File: src/core/cmpctl_regs.vh
// Register offsets, field positions, reset values and timing counts of the comparator control block
`ifndef CMPCTL_REGS_VH
`define CMPCTL_REGS_VH

// Byte addresses of the word registers
`define CMPCTL_OFS_CTRL1 8'h00
`define CMPCTL_OFS_CTRL2 8'h04
`define CMPCTL_OFS_STAT 8'h08
`define CMPCTL_OFS_MASK 8'h0C
`define CMPCTL_OFS_GLOB 8'h10

// Fields of each comparator control register
`define CMPCTL_B_FLAG 0
`define CMPCTL_B_RESULT 1
`define CMPCTL_B_PINEN 2
`define CMPCTL_B_NEGSEL 3
`define CMPCTL_B_ON 5

// Status register: flags in [1:0], settled bits in [3:2]
`define CMPCTL_B_SETTLED 2

// Reset value of a control register (all writable fields cleared)
`define CMPCTL_CTRL_RST 8'h00

// Settling time of an enabled comparator
`define CMPCTL_CLK_MHZ 40
`define CMPCTL_SETTLE_US 10
`define CMPCTL_SETTLE_CYC (`CMPCTL_SETTLE_US * `CMPCTL_CLK_MHZ)

`endif

File: src/core/cmpctl_top.v
// Control and status logic of two analog comparators, reached over AHB-Lite
//
// Function
// - Output change sets the interrupt flag
// - Enabled set flag raises interrupt request
// - Read-only result synchronised to CPU clock
// - Enable bit; output valid after 10 us
// - Negative select: 0 pin, 1 internal reference
// - Pin driven when pin enable and on
// - Pin path bypasses the synchroniser
// - Disabled comparator reads high, may set flag
// - Request needs comparator and global gates
// - Total power-down forces comparators off
//
// Local design decisions: the register addresses and the AHB-Lite register port.
`include "cmpctl_regs.vh"

module cmpctl_top
(
	input wire clk,
	input wire rst_n,
	// AHB-Lite slave
	input wire hsel,
	input wire [7:0] haddr,
	input wire [1:0] htrans,
	input wire hwrite,
	input wire [2:0] hsize,
	input wire [31:0] hwdata,
	input wire hready,
	output reg [31:0] hrdata,
	output reg hreadyout,
	output reg hresp,
	// Analog comparator cores
	input wire [1:0] cmp_raw,
	output reg [1:0] comparator_on,
	output reg [1:0] negative_input_select,
	// Output pins, driven straight from the analog result
	output wire [1:0] result_pin,
	// Registered together with the analog enable, so it never leads it
	output reg [1:0] result_pin_oe,
	// Power state and interrupt
	input wire total_power_down,
	output reg irq
);

	// ----------------------------------------
	// Reset release
	// ----------------------------------------
	reg rst_s1_q;
	reg rst_s2_q;
	wire rst_int_n;

	// Asynchronous assert, synchronous release
	always @(posedge clk or negedge rst_n)
	begin
		if (!rst_n)
		begin
			rst_s1_q <= 1'b0;
			rst_s2_q <= 1'b0;
		end
		else
		begin
			rst_s1_q <= 1'b1;
			rst_s2_q <= rst_s1_q;
		end
	end
	assign rst_int_n = rst_s2_q;

	// ----------------------------------------
	// Register state
	// ----------------------------------------
	reg [1:0] on_q;
	reg [1:0] negsel_q;
	reg [1:0] pinen_q;
	reg [1:0] flag_q;
	reg [1:0] flag_d;
	reg [1:0] mask_q;
	reg glob_q;
	reg [1:0] sync1_q;
	reg [1:0] sync2_q;
	reg [1:0] result_q;
	reg [1:0] result_d;
	reg [1:0] settled_q;
	reg [8:0] settle_cnt_q [0:1];
	reg pend_q;
	reg pend_wr_q;
	reg [7:0] pend_addr_q;
	wire accept;
	wire wr_now;
	wire wr_stat;
	wire wr_ctrl1;
	wire wr_ctrl2;
	integer si;

	// Last count of the start-up timer, kept wide so the compare is sized on purpose
	localparam [31:0] SETTLE_LAST_W = `CMPCTL_SETTLE_CYC - 1;

	// Control register image of one comparator; bits 7:6 and 4 read zero
	function [31:0] ctrl_image;
		input on;
		input negsel;
		input pinen;
		input result;
		input flag;
		begin
			ctrl_image = 32'h0000_0000;
			ctrl_image[`CMPCTL_B_ON] = on;
			ctrl_image[`CMPCTL_B_NEGSEL] = negsel;
			ctrl_image[`CMPCTL_B_PINEN] = pinen;
			ctrl_image[`CMPCTL_B_RESULT] = result;
			ctrl_image[`CMPCTL_B_FLAG] = flag;
		end
	endfunction

	// Write strobe of one register in its data phase
	function wr_hit;
		input pend;
		input wr;
		input [7:0] addr;
		input [7:0] target;
		begin
			wr_hit = pend & wr & (addr == target);
		end
	endfunction

	// ----------------------------------------
	// Bus handshake: one wait cycle per transfer
	// ----------------------------------------
	assign accept = hsel & htrans[1] & hready;
	assign wr_now = pend_q & pend_wr_q;

	// ----------------------------------------
	// Register write strobes
	// ----------------------------------------
	// Decoded for the flag logic; the field logic decodes pend_addr_q in its own case statement
	assign wr_stat = wr_hit(pend_q, pend_wr_q, pend_addr_q, `CMPCTL_OFS_STAT);
	assign wr_ctrl1 = wr_hit(pend_q, pend_wr_q, pend_addr_q, `CMPCTL_OFS_CTRL1);
	assign wr_ctrl2 = wr_hit(pend_q, pend_wr_q, pend_addr_q, `CMPCTL_OFS_CTRL2);

	// Address phase is latched; data phase completes a cycle later
	always @(posedge clk or negedge rst_int_n)
	begin
		if (!rst_int_n)
		begin
			pend_q <= 1'b0;
			pend_wr_q <= 1'b0;
			pend_addr_q <= 8'h00;
			hreadyout <= 1'b1;
			hresp <= 1'b0;
			hrdata <= 32'h0000_0000;
		end
		else
		begin
			hresp <= 1'b0;
			if (pend_q)
			begin
				pend_q <= 1'b0;
				hreadyout <= 1'b1;
				if (!pend_wr_q)
				begin
					case (pend_addr_q)
						`CMPCTL_OFS_CTRL1: hrdata <= ctrl_image(on_q[0], negsel_q[0], pinen_q[0], result_q[0], flag_q[0]);
						`CMPCTL_OFS_CTRL2: hrdata <= ctrl_image(on_q[1], negsel_q[1], pinen_q[1], result_q[1], flag_q[1]);
						`CMPCTL_OFS_STAT: hrdata <= {28'h000_0000, settled_q, flag_q};
						`CMPCTL_OFS_MASK: hrdata <= {30'h0000_0000, mask_q};
						`CMPCTL_OFS_GLOB: hrdata <= {31'h0000_0000, glob_q};
						default: hrdata <= 32'h0000_0000;
					endcase
				end
			end
			else if (accept)
			begin
				pend_q <= 1'b1;
				pend_wr_q <= hwrite;
				pend_addr_q <= {haddr[7:2], 2'b00};
				hreadyout <= 1'b0;
			end
		end
	end

	// ----------------------------------------
	// Writable control fields
	// ----------------------------------------
	always @(posedge clk or negedge rst_int_n)
	begin
		if (!rst_int_n)
		begin
			on_q <= 2'b00;
			negsel_q <= 2'b00;
			pinen_q <= 2'b00;
			mask_q <= 2'b00;
			glob_q <= 1'b0;
		end
		else if (wr_now)
		begin
			case (pend_addr_q)
				`CMPCTL_OFS_CTRL1:
				begin
					on_q[0] <= hwdata[`CMPCTL_B_ON];
					negsel_q[0] <= hwdata[`CMPCTL_B_NEGSEL];
					pinen_q[0] <= hwdata[`CMPCTL_B_PINEN];
				end
				`CMPCTL_OFS_CTRL2:
				begin
					on_q[1] <= hwdata[`CMPCTL_B_ON];
					negsel_q[1] <= hwdata[`CMPCTL_B_NEGSEL];
					pinen_q[1] <= hwdata[`CMPCTL_B_PINEN];
				end
				`CMPCTL_OFS_MASK: mask_q <= hwdata[1:0];
				`CMPCTL_OFS_GLOB: glob_q <= hwdata[0];
				default: glob_q <= glob_q;
			endcase
		end
	end

	// ----------------------------------------
	// Analog controls and settling timers
	// ----------------------------------------
	// Total power-down overrides the enable bit without altering it
	always @(posedge clk or negedge rst_int_n)
	begin
		if (!rst_int_n)
		begin
			comparator_on <= 2'b00;
			negative_input_select <= 2'b00;
			result_pin_oe <= 2'b00;
		end
		else
		begin
			comparator_on <= on_q & {2{~total_power_down}};
			negative_input_select <= negsel_q;
			// Same term as the enable, so the pin is released with the core
			result_pin_oe <= pinen_q & on_q & {2{~total_power_down}};
		end
	end

	// Counts the start-up time after each enable; settled bit is status only
	// One process for both timers, so each status bit has a single driver
	always @(posedge clk or negedge rst_int_n)
	begin
		if (!rst_int_n)
		begin
			settle_cnt_q[0] <= 9'h000;
			settle_cnt_q[1] <= 9'h000;
			settled_q <= 2'b00;
		end
		else
		begin
			for (si = 0; si < 2; si = si + 1)
			begin
				if (!comparator_on[si])
				begin
					settle_cnt_q[si] <= 9'h000;
					settled_q[si] <= 1'b0;
				end
				else if ({23'h000000, settle_cnt_q[si]} == SETTLE_LAST_W)
					settled_q[si] <= 1'b1;
				else
					settle_cnt_q[si] <= settle_cnt_q[si] + 9'h001;
			end
		end
	end

	// ----------------------------------------
	// Result synchroniser and change detection
	// ----------------------------------------
	// Disabled comparator reads high, so disabling from low counts as a change
	always @*
	begin
		result_d = sync2_q | ~comparator_on;
		flag_d = flag_q | (result_d ^ result_q);
		// A change in the clearing cycle still sets the flag: set wins
		if (wr_stat)
			flag_d = (flag_q & ~hwdata[1:0]) | (result_d ^ result_q);
		else if (wr_ctrl1 && !hwdata[`CMPCTL_B_FLAG])
			flag_d[0] = result_d[0] ^ result_q[0];
		else if (wr_ctrl2 && !hwdata[`CMPCTL_B_FLAG])
			flag_d[1] = result_d[1] ^ result_q[1];
	end

	// Two-stage synchroniser; first stage feeds only the second
	always @(posedge clk or negedge rst_int_n)
	begin
		if (!rst_int_n)
		begin
			sync1_q <= 2'b11;
			sync2_q <= 2'b11;
			result_q <= 2'b11;
			flag_q <= 2'b00;
			irq <= 1'b0;
		end
		else
		begin
			sync1_q <= cmp_raw;
			sync2_q <= sync1_q;
			result_q <= result_d;
			flag_q <= flag_d;
			irq <= glob_q & |(flag_q & mask_q);
		end
	end

	// ----------------------------------------
	// Output pin path
	// ----------------------------------------
	// Deliberately combinational so pin edges do not wait for the CPU clock;
	// the only output that does not come from a flop, by necessity
	assign result_pin = cmp_raw;

endmodule

File: config.mk
export PLATFORM = sky130hd
export DESIGN_NAME = cmpctl_top
export DESIGN_NICKNAME = d
export VERILOG_FILES = /design/src/core/cmpctl_top.v
export VERILOG_INCLUDE_DIRS = /design/src /design/src/core
export SDC_FILE = /design/constraint.sdc
export NUM_CORES = 1
export LEC_CHECK = 0
export BUFFER_PORTS_ARGS = -buffer_cell sky130_fd_sc_hd__buf_4
export CORE_MARGIN = 4
export CORE_UTILIZATION = 40
export CTS_CLUSTER_DIAMETER = 150
export DETAILED_ROUTE_END_ITERATION = 16
export HOLD_SLACK_MARGIN = 0.05
export PLACE_DENSITY = 0.66
export SYNTH_ARGS = -nofsm -noshare
export SYNTH_HDL_FRONTEND = slang
export SYNTH_SLANG_ARGS = --single-unit
export TNS_END_PERCENT = 1
File: constraint.sdc
create_clock -name clk -period 2.3 [get_ports clk]
set_input_delay 0.46 -clock clk [delete_from_list [all_inputs] [get_ports clk]]
set_output_delay 0.46 -clock clk [all_outputs]
set_load 0.01 [all_outputs]
* Yosys cells after proc, flatten, opt, wreduce, memory -nomap -nowiden *
Cells that the tools add are included.

word-level totals
  flip-flop bits (word level) = 87
  input bits = 53
  output and inout bits = 43
  word-level logic and storage cells = 91

cells by class
  add/subtract/negate cells = 2
  equal/unequal tests = 10
  mux-type cells = 17
  bitwise logic cells = 23
  reductions and logical operators = 12

operator list
  cell                                                              number
  9-bit 2-to-1 mux                                                  4
  6-bit one-hot mux with 5 select lines                             1
  9-bit by 1-bit adder with 9-bit output (second input constant)    2
  9-bit == test (second input constant)                             2
  6-bit by 2-bit == test with 1-bit output (second input constant)  2
  2-bit AND reduction                                               6
  1-bit 2-to-1 mux                                                  11
  2-bit bitwise AND                                                 5
  8-bit zero test                                                   1
  1-bit bitwise AND                                                 7
  6-bit by 1-bit == test with 1-bit output (second input constant)  1
  6-bit by 3-bit == test with 1-bit output (second input constant)  1
  2-bit OR                                                          3
  2-bit by 1-bit != test with 1-bit output (second input constant)  2
  2-bit != test (second input constant)                             2
  2-bit inverter                                                    2
  1-bit inverter                                                    3
  1-bit logical AND                                                 2
  2-bit 2-to-1 mux                                                  1
  2-bit nonzero test                                                1
  2-bit OR reduction                                                1
  1-bit bitwise XOR                                                 2
  2-bit bitwise XOR                                                 1
  1-bit zero test                                                   1

* Depth between registers and ports, before layout *
Gate-level depths: netlist of run 1.

  depth after elaboration = 7
  depth in mapped cells = 4
  gate-level depth less buffers = 4

* Least setup slack after synthesis of run 1 *
No wires, ideal clock.

  kind = register to register
  from = reg pend_addr_q[4]
  to = reg negsel_q[0]
  setup time = 125 ps
  arrival time = 1566 ps
  required time = 2175 ps
  setup slack = 609 ps
  cell stages (with the launch flop) = 5
  buffers on the path = 1
  clock period less this slack = 1691 ps
  cells stage by stage = dfrtp_1 or4_4 buf_6 nor4_4 mux2_2

on the way
  cells in the longest elaborated chain, start to end = 2

RTL lines
  what                           line              source
  start, declared                cmpctl_top.v:87   reg [7:0] pend_addr_q;
  start signal, assigned         cmpctl_top.v:175  pend_addr_q <= {haddr[7:2], 2'b00};
  8-bit zero test                n/a
  2-bit AND reduction (no line)  n/a
  end signal, assigned           cmpctl_top.v:200  negsel_q[0] <= hwdata[`CMPCTL_B_NEGSEL];
  end, declared                  cmpctl_top.v:73   reg [1:0] negsel_q;

No other way between the ends.
A chain may end at the register's enable or synchronous reset.

* Final worst setup path of run 1 *
  from = reg pend_addr_q[4]
  to = reg on_q[0]

on the way
  cells in the longest elaborated chain, start to end = 2

RTL lines
  what                           line              source
  8-bit zero test                n/a
  2-bit AND reduction (no line)  n/a
  end signal, assigned           cmpctl_top.v:199  on_q[0] <= hwdata[`CMPCTL_B_ON];
  end, declared                  cmpctl_top.v:72   reg [1:0] on_q;

No other way between the ends.

==> results of run 1 <==
## per-stage QoR
step | instance area (µm²) | total power, mW | hold slack, ns
floorplan | 2917 | 1.432 | 0.1644
global placement | 3079 | 1.491 | 0.2431
detailed placement | 3079 | 1.498 | 0.2432
CTS | 3311 | 2.527 | 0.2264
global route | 3311 | 2.617 | 0.2207
finish | 3311 | 2.489 | 0.2448
## cells by family after synthesis
logic type / after synthesis / synth area share [%]
AND/OR/NAND/NOR: 70 / 15.82
flip-flops: 60 / 53.64
AO/OA/AOI/OAI: 42 / 8.934
buffers and inverters: 41 / 9.778
multiplexers: 24 / 9.733
XOR/XNOR: 3 / 0.9335
adder cells (fa/ha/maj): 2 / 0.8887
other: 2 / 0.2668
## worst reg2reg max path, cell delays in order (launching register included)
cell     delay (ns)
dfrtp_1        0.39
or4_4          0.63
nor4_4         0.25
mux2_2         0.38
## layout by cell type (no fill, tap or decap), types with 4 or more instances in the layout
cell type	count
nand2b_1	5
buf_4	36
dfstp_2	7
mux2_2	17
or3_1	10
dfrtp_1	52
nand3_1	5
nand2_1	14
nand4_1	6
conb_1	29
a21oi_1	13
nor2b_1	4
mux2i_1	6
clkbuf_8	13
nor2_1	6
o21ai_0	12
inv_1	6
a31oi_1	4
## worst paths after layout
kind | startpoint | endpoint | cells after the start
max | pend_addr_q[4]$_DFFE_PN0P_ | on_q[0]$_DFFE_PN0P_ | 3
min | cmp_raw[0] | sync1_q[0]$_DFF_PN1_ | 1
max reg2reg | pend_addr_q[4]$_DFFE_PN0P_ | on_q[0]$_DFFE_PN0P_ | 3
min reg2reg | rst_int_n$_DFF_PN0_ | hrdata[5]$_DFFE_PN0P_ | 0
max in group asynchronous | rst_int_n$_DFF_PN0_ | sync1_q[1]$_DFF_PN1_ | 1
min in group asynchronous | rst_int_n$_DFF_PN0_ | hrdata[5]$_DFFE_PN0P_ | 0
## layer usage
metal	global-route usage [%]	up-vias	part of all wire (%)
met5	0	-	0
met4	7.302	0	3.4
met3	4.430	17	5.6
met2	18.49	55	45
met1	16.82	899	45
li1	-	903	-
## what timing repair did
item                                   CTS  global route
endpoints found under the hold margin    2             0
hold buffers                             1             0
resized for setup                        0             0
## area by class of cell
class	count	area, µm²	share of cell area [%]
clock buffers	13	178.9	5.404
clock inverters	3	42.54	1.285
inverters	7	26.28	0.7936
multi-input cells	170	1131	34.16
flip-flops and latches	60	1511	45.65
well taps	96	120.1	3.628
repair buffers	38	300.3	9.070
## power breakdown
part | switching [mW] | internal (mW)
sequential | 0.0872 | 1.13
clock | 0.395 | 0.617
combinational | 0.120 | 0.138
total | 0.602 | 1.89
==> impl_metrics.toml, run 1 <==
[final_layout]
layout.nets = 341
final_cells = 387
nFillCells = 645
final_layout_size_suffix_gt1_share_pct = 28.87
largestRegisters = "settle_cnt_q (18), pend_addr_q (6), hrdata (5)"
insertedDiodeCount = 0
largest-register = "settle_cnt_q"
largest_reg_flops = 18
final_util_pct = 48.46
area_growth_pct = 17.60

[worst_setup_path]
worst_ep_arrival_time_ns = 1.98
endpoint_kind = "register"
crit_family = "simple AND/OR/NAND/NOR gates"
start_kind = "register"
crit_buf_inv = 0
r2r_slack_ns = 0.53
path_class = "reg2reg"
required_ns = 2.51
crit_fanout = 7
max_stage_delay_ns = 0.63
crit_chain = "or4_4 -> nor4_4 -> mux2_2"
crit_slowest_cell = "or4_4"

[yosys]
synthDistinctLibCells = 47
ys_seq_elements = 60
synthTopCellsByCount = "dfrtp_1 (53), buf_4 (30), mux2_2 (17)"
synthArstFlopShare_pct = 100.0
synth_edf_count = 0
syn_area_per_cell_um2 = 11.54
synth_ff_type = "dfrtp_1"
yosysWarnings = 0
netlist.area_leader.share_pct = 47.11
synth_most_common_cell = "dfrtp_1"
syn_area_um2 = 2815
yosysTopAreaCell = "dfrtp_1"
syn_inst = 244
synth.yosys.seq_area_share_pct = 53.64
yosys-top-cells-area = "dfrtp_1 (47%), buf_4 (8.0%), mux2_2 (6.8%)"

[routing]
dr.pass1.iters = 4
ant_nets = 0
routed_wl_um = 5009
wl_per_cell_um = 12.94
route.detailed.drc = 0
drt_iter0_markers = 87
vias_per_cell = 4.842
dr_total_vias = 1874

[clock_network]
cts-root-buf = "clkbuf_8"
cts.sinks = 60
cts_tree = "done"
insertion_delay_ns = 0.33
cts.clk_slew.worst_paths_ns = 0.07
postCtsSetupRepairBufs = 0
cts_inserted_buffers = 9
clock_path_buffers = 2
htree_levels = 3

[sta]
maxSlewViolCount = 0
maxSlewHeadroom_pct = 56.30
worst_pin_slew_ns = 0.6556
fin_crit_ns = 1.768
final-hold-violation-count = 0
setup-violations-final = 0
timing.fmax_mhz = 565.6
final.setup.tns_ns = 0
worst_slack_ns = 0.5321
skew_ns = 0.005800
rsz0062_at_grt = "false"
finalCritPeriodShare_pct = 76.87

[pwr]
p_per_area_nw_per_um2 = 751.7
vdd_drop_max_v = 0.0004582
leakagePower_nw = 1.458

[status]
outcome = "finished, final reports clean"

[placement]
place_congestion = 0.7995
placed_cells = 370
port_buffers = 34
dp_hpwl_um = 3650
pre_cts_ws_ns = 0.5444

[hold_path]
hold_path_class = "in2reg"

[floorplanning]
design.die.area_um2 = 8444
die_h_um = 91.89
core_um2 = 6832
rows = 30
initial_core_util_pct = 41.21
fp.dieW_um = 91.89
ios = 96

[flow_run]
max_cap_violations = 0

[grt]
grt_overflow_total = 0
grt_usage_pct = 12.86
grt_pass1_wl_um = 8583
antenna_found_initial = 0
grt_max_degree = 31
grt_pass1_vias = 1852
(Power assumes the default switching activity.)
==> run 2: changes to the inputs <==
Settings changed: PLACE_DENSITY 0.66 to 0.69.
Clock period 2.3 ns to 1.57 ns, I/O delays scaled along.
==> impl_metrics.toml, run 2 (synthesized netlist as in run 1, its figures left out) <==
[floorplanning]
design.die.area_um2 = 8444
initial_core_util_pct = 41.21
fp.dieW_um = 91.89
ios = 96
rows = 30
core_um2 = 6832
die_h_um = 91.89

[grt]
antenna_found_initial = 0
grt_max_degree = 59
grt_pass1_vias = 1921
grt_usage_pct = 13.18
grt_pass1_wl_um = 8659
grt_overflow_total = 0

[sta]
hold_ws_ns = 0.09179
maxSlewViolCount = 0
setup-violations-final = 10
worst_slack_ns = -0.1771
final-hold-violation-count = 0
final.setup.tns_ns = -1.377
rsz0062_at_grt = "true"
skew_ns = 0.008868
finalCritPeriodShare_pct = 111.3
fin_crit_ns = 1.747
timing.fmax_mhz = 572.4

[placement]
pre_cts_ws_ns = -0.1560
dp_hpwl_um = 3760
placed_cells = 380
port_buffers = 34
place_congestion = 0.7601
placed_area_um2 = 3154

[routing]
ant_nets = 0
wl_per_cell_um = 13.14
vias_per_cell = 4.738
routed_wl_um = 5217
dr.pass1.iters = 4
drt_iter0_markers = 63
dr_total_vias = 1881
route.detailed.drc = 0

[final_layout]
final_cells = 397
final_cell_mix = "dfrtp_1 (52), buf_4 (46), conb_1 (29), mux2_2 (17), nand2_1 (14)"
largest-register = "settle_cnt_q"
largestRegisters = "settle_cnt_q (18), pend_addr_q (6), hrdata (5)"
final_util_pct = 50.37
fin_area_um2 = 3441
area_growth_pct = 22.22
insertedDiodeCount = 0
layout.nets = 351
final_layout_size_suffix_gt1_share_pct = 32.56
final_common_cell = "dfrtp_1"
largest_reg_flops = 18

[worst_setup_path]
path_class = "reg2reg"
endpoint_kind = "register"
start_kind = "register"
crit_fanout = 4
worst_ep_arrival_time_ns = 1.96
max_stage_delay_ns = 0.60
crit_chain = "or4_4 -> nor4_4 -> mux2_2"
required_ns = 1.79
crit_slowest_cell = "or4_4"
r2r_cells = 3

[hold_path]
hold_path_class = "in2reg"
hold_depth = 1

[clock_network]
insertion_delay_ns = 0.34
cts.clk_slew.worst_paths_ns = 0.07
cts_tree = "done"
cts_inserted_buffers = 9
htree_levels = 3
clock_path_buffers = 2
cts.sinks = 60
postCtsSetupRepairBufs = 0
cts-root-buf = "clkbuf_8"

[pwr]
switching_share_pct = 22.89
total_power_mw = 3.954
vdd_drop_max_v = 0.0004851
p_comb_share_pct = 12.0
power_frac_seq_pct = 44.5
leakagePower_nw = 1.528
p_int_mw = 3.049
pwr-share-clk_pct = 43.5
p_per_area_nw_per_um2 = 1149
p_switching_mw = 0.9052

[status]
outcome = "finished, violations left"
failed_checks = "negative setup slack"

[flow_run]
max_cap_violations = 0
[run 2: cell count changes in the layout (fill, tap and decap cells not counted), sizes merged]
cell	delta
clkinvlp	-1
bufinv	+2
clkbuf	-1
buf	+10
[run 2: power groups by stage]
stage	sequential [mW]	clock, mW	combinational, mW
after floorplan	1.79	0	0.308
after global placement	1.78	0	0.454
after detailed placement	1.78	0	0.467
after CTS	1.76	1.77	0.470
after global routing	1.78	1.86	0.521
final	1.76	1.72	0.474
[run 2: final cells by class]
class | count | area [µm²]
fill | 634 | 3391
sequential | 60 | 1511
multi-input combinational | 170 | 1157
timing repair buffer | 48 | 375.4
clock buffer | 12 | 155.1
tap | 96 | 120.1
clock inverter | 4 | 95.09
inverter | 7 | 26.28
[run 2: worst paths after layout]
check,slack (ns),start,end
min in group asynchronous,0.25,rst_int_n$_DFF_PN0_,settle_cnt_q[16]$_DFFE_PN0P_
setup / recovery,-0.18,pend_addr_q[4]$_DFFE_PN0P_,on_q[0]$_DFFE_PN0P_
hold / removal,0.09,cmp_raw[0],sync1_q[0]$_DFF_PN1_
hold reg to reg,0.25,rst_int_n$_DFF_PN0_,settle_cnt_q[16]$_DFFE_PN0P_
max in group asynchronous,1.01,rst_int_n$_DFF_PN0_,hreadyout$_DFFE_PN1P_
setup reg to reg,-0.18,pend_addr_q[4]$_DFFE_PN0P_,on_q[0]$_DFFE_PN0P_
[run 2: what timing repair did]
action,CTS,global route
gates resized for setup,1,4
endpoints found under the hold margin,2,0
cloned,0,0
setup endpoints to repair,14,19
pin swaps,1,2
hold buffers,1,0
[run 2: worst max-delay path, delay by kind of cell, from the launching register on]
kind | cells | cell delay (ns)
mux | 1 | 0.37
simple gates | 2 | 0.87
flops | 1 | 0.39
[run 2: metal layers]
layer  up-vias  wire (µm)  part of all wire (%)  GRT usage (%)
met5         -          0                     0              0
met4         0        120                   2.3          8.663
met3        11        258                   4.9          3.692
met2        45       2478                    47          19.89
met1       902       2360                    45          16.45
li1        923          -                     -              -
